## config.mk

```make
export PLATFORM = sky130hd
export DESIGN_NAME = flash_host_ctrl
export DESIGN_NICKNAME = d
export VERILOG_FILES = /design/src/hw/flash_host_ctrl.v /design/src/hw/seq_store.v
export VERILOG_INCLUDE_DIRS = /design/src /design/src/hw
export SDC_FILE = /design/constraint.sdc
export NUM_CORES = 1
export LEC_CHECK = 0
export BUFFER_PORTS_ARGS = -buffer_cell sky130_fd_sc_hd__buf_2
export CAP_MARGIN = 20
export CORE_MARGIN = 10
export CORE_UTILIZATION = 47
export DETAILED_ROUTE_END_ITERATION = 8
export MAX_ROUTING_LAYER = met4
export PLACE_DENSITY = 0.69
export SYNTH_ARGS = -nofsm -noshare
export SYNTH_HDL_FRONTEND = slang
export SYNTH_HIERARCHICAL = 1
export SYNTH_SLANG_ARGS = --single-unit
export TNS_END_PERCENT = 100
```

## constraint.sdc

```tcl
create_clock -name clk -period 5.26 [get_ports clk]
set_input_delay 0.263 -clock clk [delete_from_list [all_inputs] [get_ports clk]]
set_output_delay 0.263 -clock clk [all_outputs]
set_load 0.03 [all_outputs]
```

## src/hw/flash_host_map.vh

```
// Constants for the flash host controller: register offsets, fields, timing.
// Assumes inclusion by bare name from the controller files.
`ifndef FLASH_HOST_MAP_VH
`define FLASH_HOST_MAP_VH
// Software register offsets (word index on the 4-bit command port)
`define REG_CTRL      4'h0
`define REG_ADDR      4'h1
`define REG_WDATA     4'h2
`define REG_STATUS    4'h3
`define REG_RDATA     4'h4
`define REG_SEQ_IDX   4'h5
`define REG_SEQ_ADDR  4'h6
`define REG_SEQ_DATA  4'h7
// Control register fields
`define CTRL_GO       0
`define CTRL_POLL     1
`define CTRL_LEN_LSB  4
`define CTRL_LEN_MSB  6
`define CTRL_RDMASK_LSB 8
`define CTRL_RDMASK_MSB 13
// Status register fields
`define ST_BUSY       0
`define ST_DONE       1
`define ST_FAIL       2
`define ST_RDY        3
// Reset values
`define CTRL_RST      16'h0000
// Command bytes (upper data byte is don't care in command cycles)
`define CMD_RESET     8'hF0
`define CMD_SEC_ERASE 8'h30
// Bit positions in the status word read back from the device
`define POLL_BIT      7
`define TOGGLE1_BIT   6
`define TIMEOUT_BIT   5
`define WINDOW_BIT    3
`define TOGGLE2_BIT   2
// Bus timing: strobe low and setup times in ns, cycles at 25 ns
`define CLK_NS        25
`define STROBE_NS     50
`define SETUP_NS      25
`define STROBE_CYC    ((`STROBE_NS + `CLK_NS - 1) / `CLK_NS)
`define SETUP_CYC     ((`SETUP_NS + `CLK_NS - 1) / `CLK_NS)
`endif

```

## src/hw/flash_host_ctrl.v

```verilog
// Host-side controller driving a banked parallel flash over its pins.
// Assumes software loads a cycle list, then starts it; device pins asynchronous.
// Contract
// - Address latched late fall, data early rise
// - Host writes all cycles except reads
// - Autoselect or timeout left by reset
// - Same bank held during autoselect reads
// - Device identifier read over three cycles
// - Bypass program needs prior bypass entry
// - Suspend only during sector erase
// - Extra sectors are single select/30 cycles
`timescale 1ns/10ps
`default_nettype none
`include "flash_host_map.vh"
module flash_host_ctrl (
  input  wire        clk,
  input  wire        rst_b,
  input  wire [3:0]  regAddr,
  input  wire [15:0] regWData,
  input  wire        regWr,
  input  wire        regRd,
  output reg  [15:0] regRData,
  output reg  [21:0] flashAddr,
  input  wire [15:0] flashDqIn,
  output reg  [15:0] flashDqOut,
  output reg         flashDqOe_b,
  output reg         flashWe_b,
  output reg         flashOe_b,
  output reg         flashCe_b,
  input  wire        readyBusy_n
);
  localparam S_IDLE = 3'd0, S_LOAD = 3'd1, S_SETUP = 3'd2, S_STROBE = 3'd3,
             S_HOLD = 3'd4, S_POLL = 3'd5, S_NEXT = 3'd6;
  localparam integer SETUP_N  = `SETUP_CYC;   // Cut to the 3-bit counter where used
  localparam integer STROBE_N = `STROBE_CYC;

  reg [2:0]  state_q;
  reg [15:0] ctrl_q;
  reg [21:0] addr_q;
  reg [15:0] wdata_q;
  reg [15:0] rdata_q;
  reg [2:0]  seqIdx_q;
  reg [2:0]  step_q;
  reg [2:0]  cnt_q;
  reg        done_q;
  reg        fail_q;
  reg        havePrev_q;
  reg        prevTog_q;
  reg        pollMode_q;   // Status reads repeated at the last location
  reg        toSeen_q;     // Timeout flag seen on the previous toggling pair
  reg [15:0] dqSync1_q, dqSync2_q;
  reg        rdySync1_q, rdySync2_q;
  wire [21:0] seqAddr;
  wire [15:0] seqData;

  // Command cycle memory; software writes entries, engine reads them.
  // Bypass, suspend and added-sector cycles are plain entries here
  seq_store u_seq (
    .clk    (clk),
    .wrEn   (regWr && regAddr == `REG_SEQ_DATA),
    .wrIdx  (seqIdx_q),
    .wrAddr (addr_q),
    .wrData (regWData),
    .rdIdx  (step_q),
    .rdAddr (seqAddr),
    .rdData (seqData)
  );

  // Cycle is a read when its read-mask bit is set (autoselect ID reads)
  function isRead;
    input [5:0] mask;
    input [2:0] idx;
    reg   [7:0] wide;
    begin
      // Steps 6 and 7 have no mask bit and are always writes
      wide   = {2'b00, mask};
      isRead = wide[idx];
    end
  endfunction

  wire [2:0] lastStep = ctrl_q[`CTRL_LEN_MSB:`CTRL_LEN_LSB];
  wire       curRead  = pollMode_q | isRead(ctrl_q[`CTRL_RDMASK_MSB:`CTRL_RDMASK_LSB], step_q);
  wire       busy     = (state_q != S_IDLE);

  // Two-flop synchronisers on device outputs; logic reads only the second
  always @(posedge clk or negedge rst_b) begin
    if (!rst_b) begin
      dqSync1_q  <= 16'h0000;
      dqSync2_q  <= 16'h0000;
      rdySync1_q <= 1'b1;
      rdySync2_q <= 1'b1;
    end else begin
      dqSync1_q  <= flashDqIn;
      dqSync2_q  <= dqSync1_q;
      rdySync1_q <= readyBusy_n;
      rdySync2_q <= rdySync1_q;
    end
  end

  // Software registers
  always @(posedge clk or negedge rst_b) begin
    if (!rst_b) begin
      ctrl_q   <= `CTRL_RST;
      addr_q   <= 22'h000000;
      wdata_q  <= 16'h0000;
      seqIdx_q <= 3'h0;
    end else if (regWr) begin
      if (regAddr == `REG_CTRL) begin
        ctrl_q <= regWData;
      end else if (regAddr == `REG_ADDR) begin
        addr_q[15:0] <= regWData;
      end else if (regAddr == `REG_SEQ_ADDR) begin
        // Upper bits apart, so bank and sector select stay free of the low word
        addr_q[21:16] <= regWData[5:0];
      end else if (regAddr == `REG_WDATA) begin
        wdata_q <= regWData;
      end else if (regAddr == `REG_SEQ_IDX) begin
        seqIdx_q <= regWData[2:0];
      end
    end
  end

  // Read data one cycle after the strobe; unmapped reads as zero
  always @(posedge clk or negedge rst_b) begin
    if (!rst_b) begin
      regRData <= 16'h0000;
    end else if (regRd) begin
      if (regAddr == `REG_CTRL) begin
        regRData <= ctrl_q;
      end else if (regAddr == `REG_WDATA) begin
        regRData <= wdata_q;
      end else if (regAddr == `REG_SEQ_ADDR) begin
        regRData <= {10'h000, addr_q[21:16]};
      end else if (regAddr == `REG_STATUS) begin
        regRData <= {12'h000, rdySync2_q, fail_q, done_q, busy};
      end else if (regAddr == `REG_RDATA) begin
        regRData <= rdata_q;
      end else if (regAddr == `REG_SEQ_IDX) begin
        regRData <= {13'h0000, seqIdx_q};
      end else begin
        regRData <= 16'h0000;
      end
    end else begin
      regRData <= 16'h0000;
    end
  end

  // Bus cycle engine: one pin cycle per sequence entry, then optional polling
  always @(posedge clk or negedge rst_b) begin
    if (!rst_b) begin
      state_q     <= S_IDLE;
      step_q      <= 3'h0;
      cnt_q       <= 3'h0;
      done_q      <= 1'b0;
      fail_q      <= 1'b0;
      rdata_q     <= 16'h0000;
      havePrev_q  <= 1'b0;
      prevTog_q   <= 1'b0;
      pollMode_q  <= 1'b0;
      toSeen_q    <= 1'b0;
      flashAddr   <= 22'h000000;
      flashDqOut  <= 16'h0000;
      flashDqOe_b <= 1'b1;
      flashWe_b   <= 1'b1;
      flashOe_b   <= 1'b1;
      flashCe_b   <= 1'b1;
    end else begin
      case (state_q)
        S_IDLE: begin
          if (regWr && regAddr == `REG_CTRL && regWData[`CTRL_GO]) begin
            state_q    <= S_LOAD;
            step_q     <= 3'h0;
            done_q     <= 1'b0;
            fail_q     <= 1'b0;
            havePrev_q <= 1'b0;
            pollMode_q <= 1'b0;
            toSeen_q   <= 1'b0;
          end
        end
        S_LOAD: begin
          // Memory output is registered; wait one cycle for the entry
          state_q <= S_SETUP;
          cnt_q   <= SETUP_N[2:0];
        end
        S_SETUP: begin
          // Address and CE settle before the strobe falls; the device latches
          // the address on the later falling edge, here the strobe
          flashAddr   <= seqAddr;
          flashCe_b   <= 1'b0;
          flashDqOut  <= seqData;
          flashDqOe_b <= curRead;
          if (cnt_q == 3'd0) begin
            state_q <= S_STROBE;
            cnt_q   <= STROBE_N[2:0];
            if (curRead) begin
              flashOe_b <= 1'b0;
            end else begin
              flashWe_b <= 1'b0;
            end
          end else begin
            cnt_q <= cnt_q - 3'd1;
          end
        end
        S_STROBE: begin
          if (cnt_q <= 3'd1) begin
            // Data stays driven past the strobe rise, the earlier rising edge
            flashWe_b <= 1'b1;
            flashOe_b <= 1'b1;
            state_q   <= S_HOLD;
          end else begin
            cnt_q <= cnt_q - 3'd1;
          end
        end
        S_HOLD: begin
          flashCe_b   <= 1'b1;
          flashDqOe_b <= 1'b1;
          if (curRead) begin
            rdata_q <= dqSync2_q;
          end
          state_q <= S_NEXT;
        end
        S_NEXT: begin
          if (pollMode_q) begin
            state_q <= S_POLL;
          end else if (step_q != lastStep) begin
            step_q  <= step_q + 3'd1;
            state_q <= S_LOAD;
          end else if (ctrl_q[`CTRL_POLL]) begin
            // Poll at the last location; the store output still holds it
            pollMode_q <= 1'b1;
            havePrev_q <= 1'b0;
            toSeen_q   <= 1'b0;
            cnt_q      <= SETUP_N[2:0];
            state_q    <= S_SETUP;
          end else begin
            done_q  <= 1'b1;
            state_q <= S_IDLE;
          end
        end
        S_POLL: begin
          // Two reads before any verdict; a stopped toggle means done. A
          // timeout flag on two toggling pairs in a row means failure, and
          // software must then issue the reset command
          if (!havePrev_q) begin
            havePrev_q <= 1'b1;
            prevTog_q  <= rdata_q[`TOGGLE1_BIT];
            cnt_q      <= SETUP_N[2:0];
            state_q    <= S_SETUP;
          end else if (rdata_q[`TOGGLE1_BIT] == prevTog_q) begin
            done_q  <= 1'b1;
            state_q <= S_IDLE;
          end else if (rdata_q[`TIMEOUT_BIT] && toSeen_q) begin
            fail_q  <= 1'b1;
            state_q <= S_IDLE;
          end else begin
            toSeen_q  <= rdata_q[`TIMEOUT_BIT];
            prevTog_q <= rdata_q[`TOGGLE1_BIT];
            cnt_q     <= SETUP_N[2:0];
            state_q   <= S_SETUP;
          end
        end
        default: begin
          state_q <= S_IDLE;
        end
      endcase
    end
  end
endmodule // flash_host_ctrl
`default_nettype wire

```

## src/hw/seq_store.v

```verilog
// Small memory holding the address/data words of one command sequence.
// Assumes a single clock; read data come out of a register.
`timescale 1ns/10ps
`default_nettype none
module seq_store (
  input  wire        clk,
  input  wire        wrEn,
  input  wire [2:0]  wrIdx,
  input  wire [21:0] wrAddr,
  input  wire [15:0] wrData,
  input  wire [2:0]  rdIdx,
  output reg  [21:0] rdAddr,
  output reg  [15:0] rdData
);
  reg [21:0] addrMem [0:7];
  reg [15:0] dataMem [0:7];

  // Write port and registered read port
  always @(posedge clk) begin
    if (wrEn) begin
      addrMem[wrIdx] <= wrAddr;
      dataMem[wrIdx] <= wrData;
    end
    rdAddr <= addrMem[rdIdx];
    rdData <= dataMem[rdIdx];
  end
endmodule // seq_store
`default_nettype wire

```

==> impl_metrics.ini, run 1 <==
[routing]
dr.pass1.iters = 5
wl_per_cell_um = 22.6
drc = 0
drtIter0Drc = 695
ant_nets = 0
routed_via_density = 5.52
wirelength_mm = 39.4
via_count = 9602

[cts]
cts_setup_buffers = 0
cts_tree = done
clk_latency_ns = 0.59
clockRootBuffer = clkbuf_16
cts_made_buffers = 54
clkTransAtPathRegs_ns = 0.06
cts.path.max_buffers = 3
cts_sinks = 522
h-tree-depth = 2

[floorplan]
ios = 99
die_x_um = 224
die_h_um = 224
core_area_um2 = 40900
num_rows = 74
design.die.area_um2 = 50100
start_util = 0.477

[critical_path]
critPathRequiredTime_ns = 5.74
end_kind = flip-flop
worst_r2r_endpoint = rdata_q[3]
crit_type = reg2reg
r2r_start = step_q[2]
rr_worst_depth = 4
worstPathCellList = mux4_2 -> a221oi_4 -> nor3_4 -> mux2_2
critPathLaunchType = flip-flop
path_max_fanout = 42
worstPathArrival_ns = 3.31
crit_slowest_cell = dfrtp_2
slowest_delay_ns = 1.03
reg2reg_slack_ns = 2.43

[synth]
ys_seq_elements = 522
netlist_instances = 1018
synthArstFlopShare = 0.345
syn_area_um2 = 19500
avgSynthCellArea_um2 = 19.2
ys.flop_type = edfxtp_1
synth_area_leaders = edfxtp_1 47%, dfrtp_1 22%, mux4_2 9.1%
yosysTopAreaCellShare = 0.468
synth-edff-count = 304
syn-num-nets = 1063
ys.warnings.count = 6
yosysSeqAreaShare = 0.738
yosysTopAreaCell = edfxtp_1
synth.distinct_cells = 59

[grt]
grtUsageTotal = 0.163
grtUsageMet2 = 0.254
grt_pass1_wl_mm = 61.9
top_usage_layer = met2
grt_overflow = 0
grtUsageMet1 = 0.214
grt_pass1_vias = 10300
grt_start_max_net_pins = 110
antenna_found_initial = 1
grt.met3_usage = 0.0267

[hold_path]
min_path_cells = 1
hold_start = regWData[13]
whs_endpoint = u_seq/dataMem[7][13]
hold_path_class = in2reg

[layout]
antennaDiodeCount = 0
syn2layout_area_growth_pct = 15.8
final_common_cell = edfxtp_1
nets = 1207
drive_gt1_frac = 0.370
final_cell_mix = 304 x edfxtp_1, 171 x dfrtp_1, 141 x mux2_2, 97 x buf_2, 79 x mux4_2

[sta]
final.setup.tns_ns = 0
max_freq_ghz = 0.353
relSlewSlack = 0.312
finalHoldViolations = 0
tightest_slew_ns = 1.03
whs_ns = 0.0279
rsz0062_at_grt = no
period_needed_ns = 2.83
setup_viol = 0
finClkSkew_ns = 0.0198
drv_slew = 0
fin_ws_ns = 2.43
fin_crit_sh = 0.539

[run_status]
outcome = finished, final reports clean

[power]
power_density_nw_per_um2 = 532
p_leak_nw = 8.32
total_power_mw = 12.0
ir_worst_vdd_mv = 0.356

[placed_design]
hpwl_mm = 23.5
place_congestion = 0.818
io_buffers = 98
dpl_worst_slack_ns = 2.19

[flow_run]
maxCapViolations = 0
[final cells by class]
type | instances | area (µm²)
Fill cell | 3187 | 18300
Sequential cell | 522 | 14400
Multi-Input combinational cell | 436 | 4860
Clock buffer | 84 | 1590
Timing Repair Buffer | 136 | 857
Tap cell | 532 | 666
Clock inverter | 18 | 170
Inverter | 12 | 45.0
[cell usage after synthesis (10+ instances only)]
cell type  count
mux2_4        10
nor3_1        14
nor2_1        33
mux4_2        79
nand2_1       13
dfrtp_1      174
o21a_1        10
dfxtp_1       38
edfxtp_1     304
mux2_2       141
inv_1         11
buf_2         15
o21ai_0       15
clkbuf_1      18
a21oi_1       22
[timing repair]
item / 4_1_cts / 5_1_grt
setup endpoints to repair: 0 / 0
endpoints found under the hold margin: 124 / 0
hold buffers: 21 / 0
resized for setup: 0 / 0
[logic make-up after synthesis]
logic type	share of synthesized area
flops	0.738
mux	0.182
simple gates	0.0289
compound gates	0.0286
buf+inv	0.0157
xor+xnor	0.00359
fa+ha+maj	0.00257
[critical path: cells and delay by family (launching register included)]
kind               cells  cell delay [ns]
muxes                  2             0.84
AOI/OAI and AO/OA      1             0.10
DFF                    1             1.03
and+or+nand+nor        1             0.74
[how the worst max path moves through the flow]
stage                     startpoint                  end  slack [ns]  cells after the start
after global routing       step_q[2]           rdata_q[3]        2.25                      4
final                      step_q[2]           rdata_q[3]        2.43                      4
after floorplan           regAddr[0]  u_seq/addrMem[0][0]        1.10                      6
after CTS                  step_q[0]           rdata_q[3]        2.18                      4
after global placement     step_q[0]           rdata_q[3]        2.25                      4
after detailed placement   step_q[0]           rdata_q[3]        2.19                      4
[registers in the layout, indices dropped and copies added, names as in the netlist, 16 cells and up]
signal	cells
u_seq/addrMem	176
u_seq/dataMem	128
addr_q	22
flashAddr	22
u_seq/rdAddr	22
ctrl_q	16
dqSync1_q	16
dqSync2_q	16
flashDqOut	16
rdata_q	16
regRData	16
u_seq/rdData	16
wdata_q	16
[stage by stage]
step	utilization	std cells	area [µm²]
after floorplan	-	1018	19500
after global placement	0.503	1616	20600
after detailed placement	0.503	1616	20600
after CTS	0.551	1739	22600
after global routing	0.552	1740	22600
final	0.552	1740	22600
[report_power, final]
group	internal, mW	switching, mW
logic	1.40	1.38
registers	5.02	0.507
clock network	2.17	1.54
[routing by layer]
layer / share of wire / up-vias
met5: 0 / -
met4: 0.028 / 0
met3: 0.044 / 71
met2: 0.48 / 233
met1: 0.45 / 5040
li1: - / 4258
Power figures use the tool's default switching activity.
==> run 2, diff against run 1 <==
Settings changed: PLACE_DENSITY 0.69 to 0.71.
Clock period 5.26 ns to 2.25 ns, I/O delays scaled along.
==> run 2 against run 1 <==
- core utilization rose by 1.1 points
- clock-buffer cell count fell by 13
- wire length fell by 1.8%
- fmax rose by 36%
- final area rose by 2.1%
- flip-flop and latch count did not move
- cell count rose by 1.8%
- total power rose by 130%
- die area did not move
- non-clock buffer count rose by 38
- clock skew rose by 0.0032 ns
- largest cell class unchanged
==> impl_metrics.ini, run 2 (synthesized netlist as in run 1, its figures left out) <==
[run_status]
outcome = finished, final reports clean

[layout]
antennaDiodeCount = 0
final_cell_mix = 304 x edfxtp_1, 171 x dfrtp_1, 141 x mux2_2, 97 x buf_2, 79 x mux4_2
nets = 1242
finalNonFillerCells = 1771
largest_register = u_seq/addrMem
final_common_cell = edfxtp_1
syn2layout_area_growth_pct = 18.2
reg_top3 = u_seq/addrMem: 176 flops, u_seq/dataMem: 128 flops
largest_register_ffs = 176
drive_gt1_frac = 0.383

[floorplan]
num_rows = 74
core_area_um2 = 40900
design.die.area_um2 = 50100
die_h_um = 224
start_util = 0.477
die_x_um = 224
ios = 99

[routing]
routed_via_density = 5.49
dr.pass1.iters = 5
via_count = 9729
ant_nets = 0
wirelength_mm = 38.7
drtIter0Drc = 722
drc = 0
wl_per_cell_um = 21.8

[placed_design]
io_buffers = 98
dpl_worst_slack_ns = 0.00657
hpwl_mm = 22.6
place_congestion = 0.869
place_inst = 1638

[sta]
relSlewSlack = 0.496
finalHoldViolations = 0
final.setup.tns_ns = 0
max_freq_ghz = 0.481
finClkSkew_ns = 0.0230
fin_ws_ns = 0.171
rsz0062_at_grt = no
period_needed_ns = 2.08
fin_crit_sh = 0.924
tightest_slew_ns = 0.746
drv_slew = 0
setup_viol = 0

[power]
ir_worst_vdd_mv = 0.834
p_leak_nw = 8.53
power_density_nw_per_um2 = 1220

[grt]
grt_pass1_vias = 10200
grt_start_max_net_pins = 77
grtUsageTotal = 0.161
grt_pass1_wl_mm = 60.7
grtUsageMet2 = 0.257
grtUsageMet1 = 0.211
top_usage_layer = met2
antenna_found_initial = 0
grt_overflow = 0
grt.met3_usage = 0.0294

[hold_path]
hold_path_class = in2reg
min_path_cells = 4

[flow_run]
maxCapViolations = 0

[cts]
clockRootBuffer = clkbuf_16
cts_made_buffers = 51
cts_sinks = 522
cts.path.max_buffers = 3
cts_tree = done
clkTransAtPathRegs_ns = 0.06
clk_latency_ns = 0.59
h-tree-depth = 2

[critical_path]
critPathLaunchType = flip-flop
rr_worst_depth = 4
worstPathArrival_ns = 2.55
end_kind = flip-flop
crit_type = reg2reg
critPathRequiredTime_ns = 2.72
path_max_fanout = 46
==> run 2: where the power goes <==
part / switching (mW) / internal (mW) / total, mW / leakage, nW
clock: 3.54 / 5.08 / 8.61 / 0.850
sequential: 0.997 / 11.7 / 12.7 / 5.22
combinational: 3.40 / 3.44 / 6.84 / 2.47
total: 7.94 / 20.3 / 28.2 / 8.53
==> run 2: routing by layer <==
metal	routed length [µm]	vias up
met5	0	-
met4	607	0
met3	2130	55
met2	19000	275
met1	16900	5068
li1	-	4331
==> run 2: worst max-delay path: stages, from the launching register on <==
cell and delay (ns):
dfrtp_4 0.44, buf_12 0.29, buf_12 0.39, mux4_2 0.56
mux2_2 0.27
==> run 2: final cells by class <==
cell class                      instances  area (µm²)
Clock buffer                           71        1480
Clock inverter                         24         248
Fill cell                            3081       17900
Inverter                               12        45.0
Multi-Input combinational cell        436        4870
Sequential cell                       522       14400
Tap cell                              532         666
Timing Repair Buffer                  174        1340
==> run 2: what timing repair did <==
action / CTS / global route
resized for setup: 0 / 0
hold endpoints to repair: 307 / 0
hold buffers: 37 / 0
buffers inserted: 0 / 1
setup endpoints to repair: 0 / 11
==> run 2: metrics by stage <==
step | hold WS, ns | instance area (µm²) | power, mW | utilization
after floorplan | -0.183 | 19600 | 17.9 | -
after global placement | 0.125 | 20900 | 19.6 | 0.512
after detailed placement | 0.128 | 20900 | 19.8 | 0.512
after CTS | 0.00408 | 23000 | 28.5 | 0.563
after global routing | 0.0454 | 23100 | 29.6 | 0.564
final | 0.0482 | 23100 | 28.2 | 0.564
==> run 2: final timing paths <==
kind                         startpoint          endpoint  slack, ns
max                           step_q[0]  u_seq/rdAddr[16]       0.17
min                               regWr         ctrl_q[0]       0.05
max reg2reg                   step_q[0]  u_seq/rdAddr[16]       0.17
min reg2reg                dqSync1_q[6]      dqSync2_q[6]       0.34
max in group asynchronous         rst_b         step_q[0]       1.32
min in group asynchronous         rst_b      dqSync1_q[8]       0.07
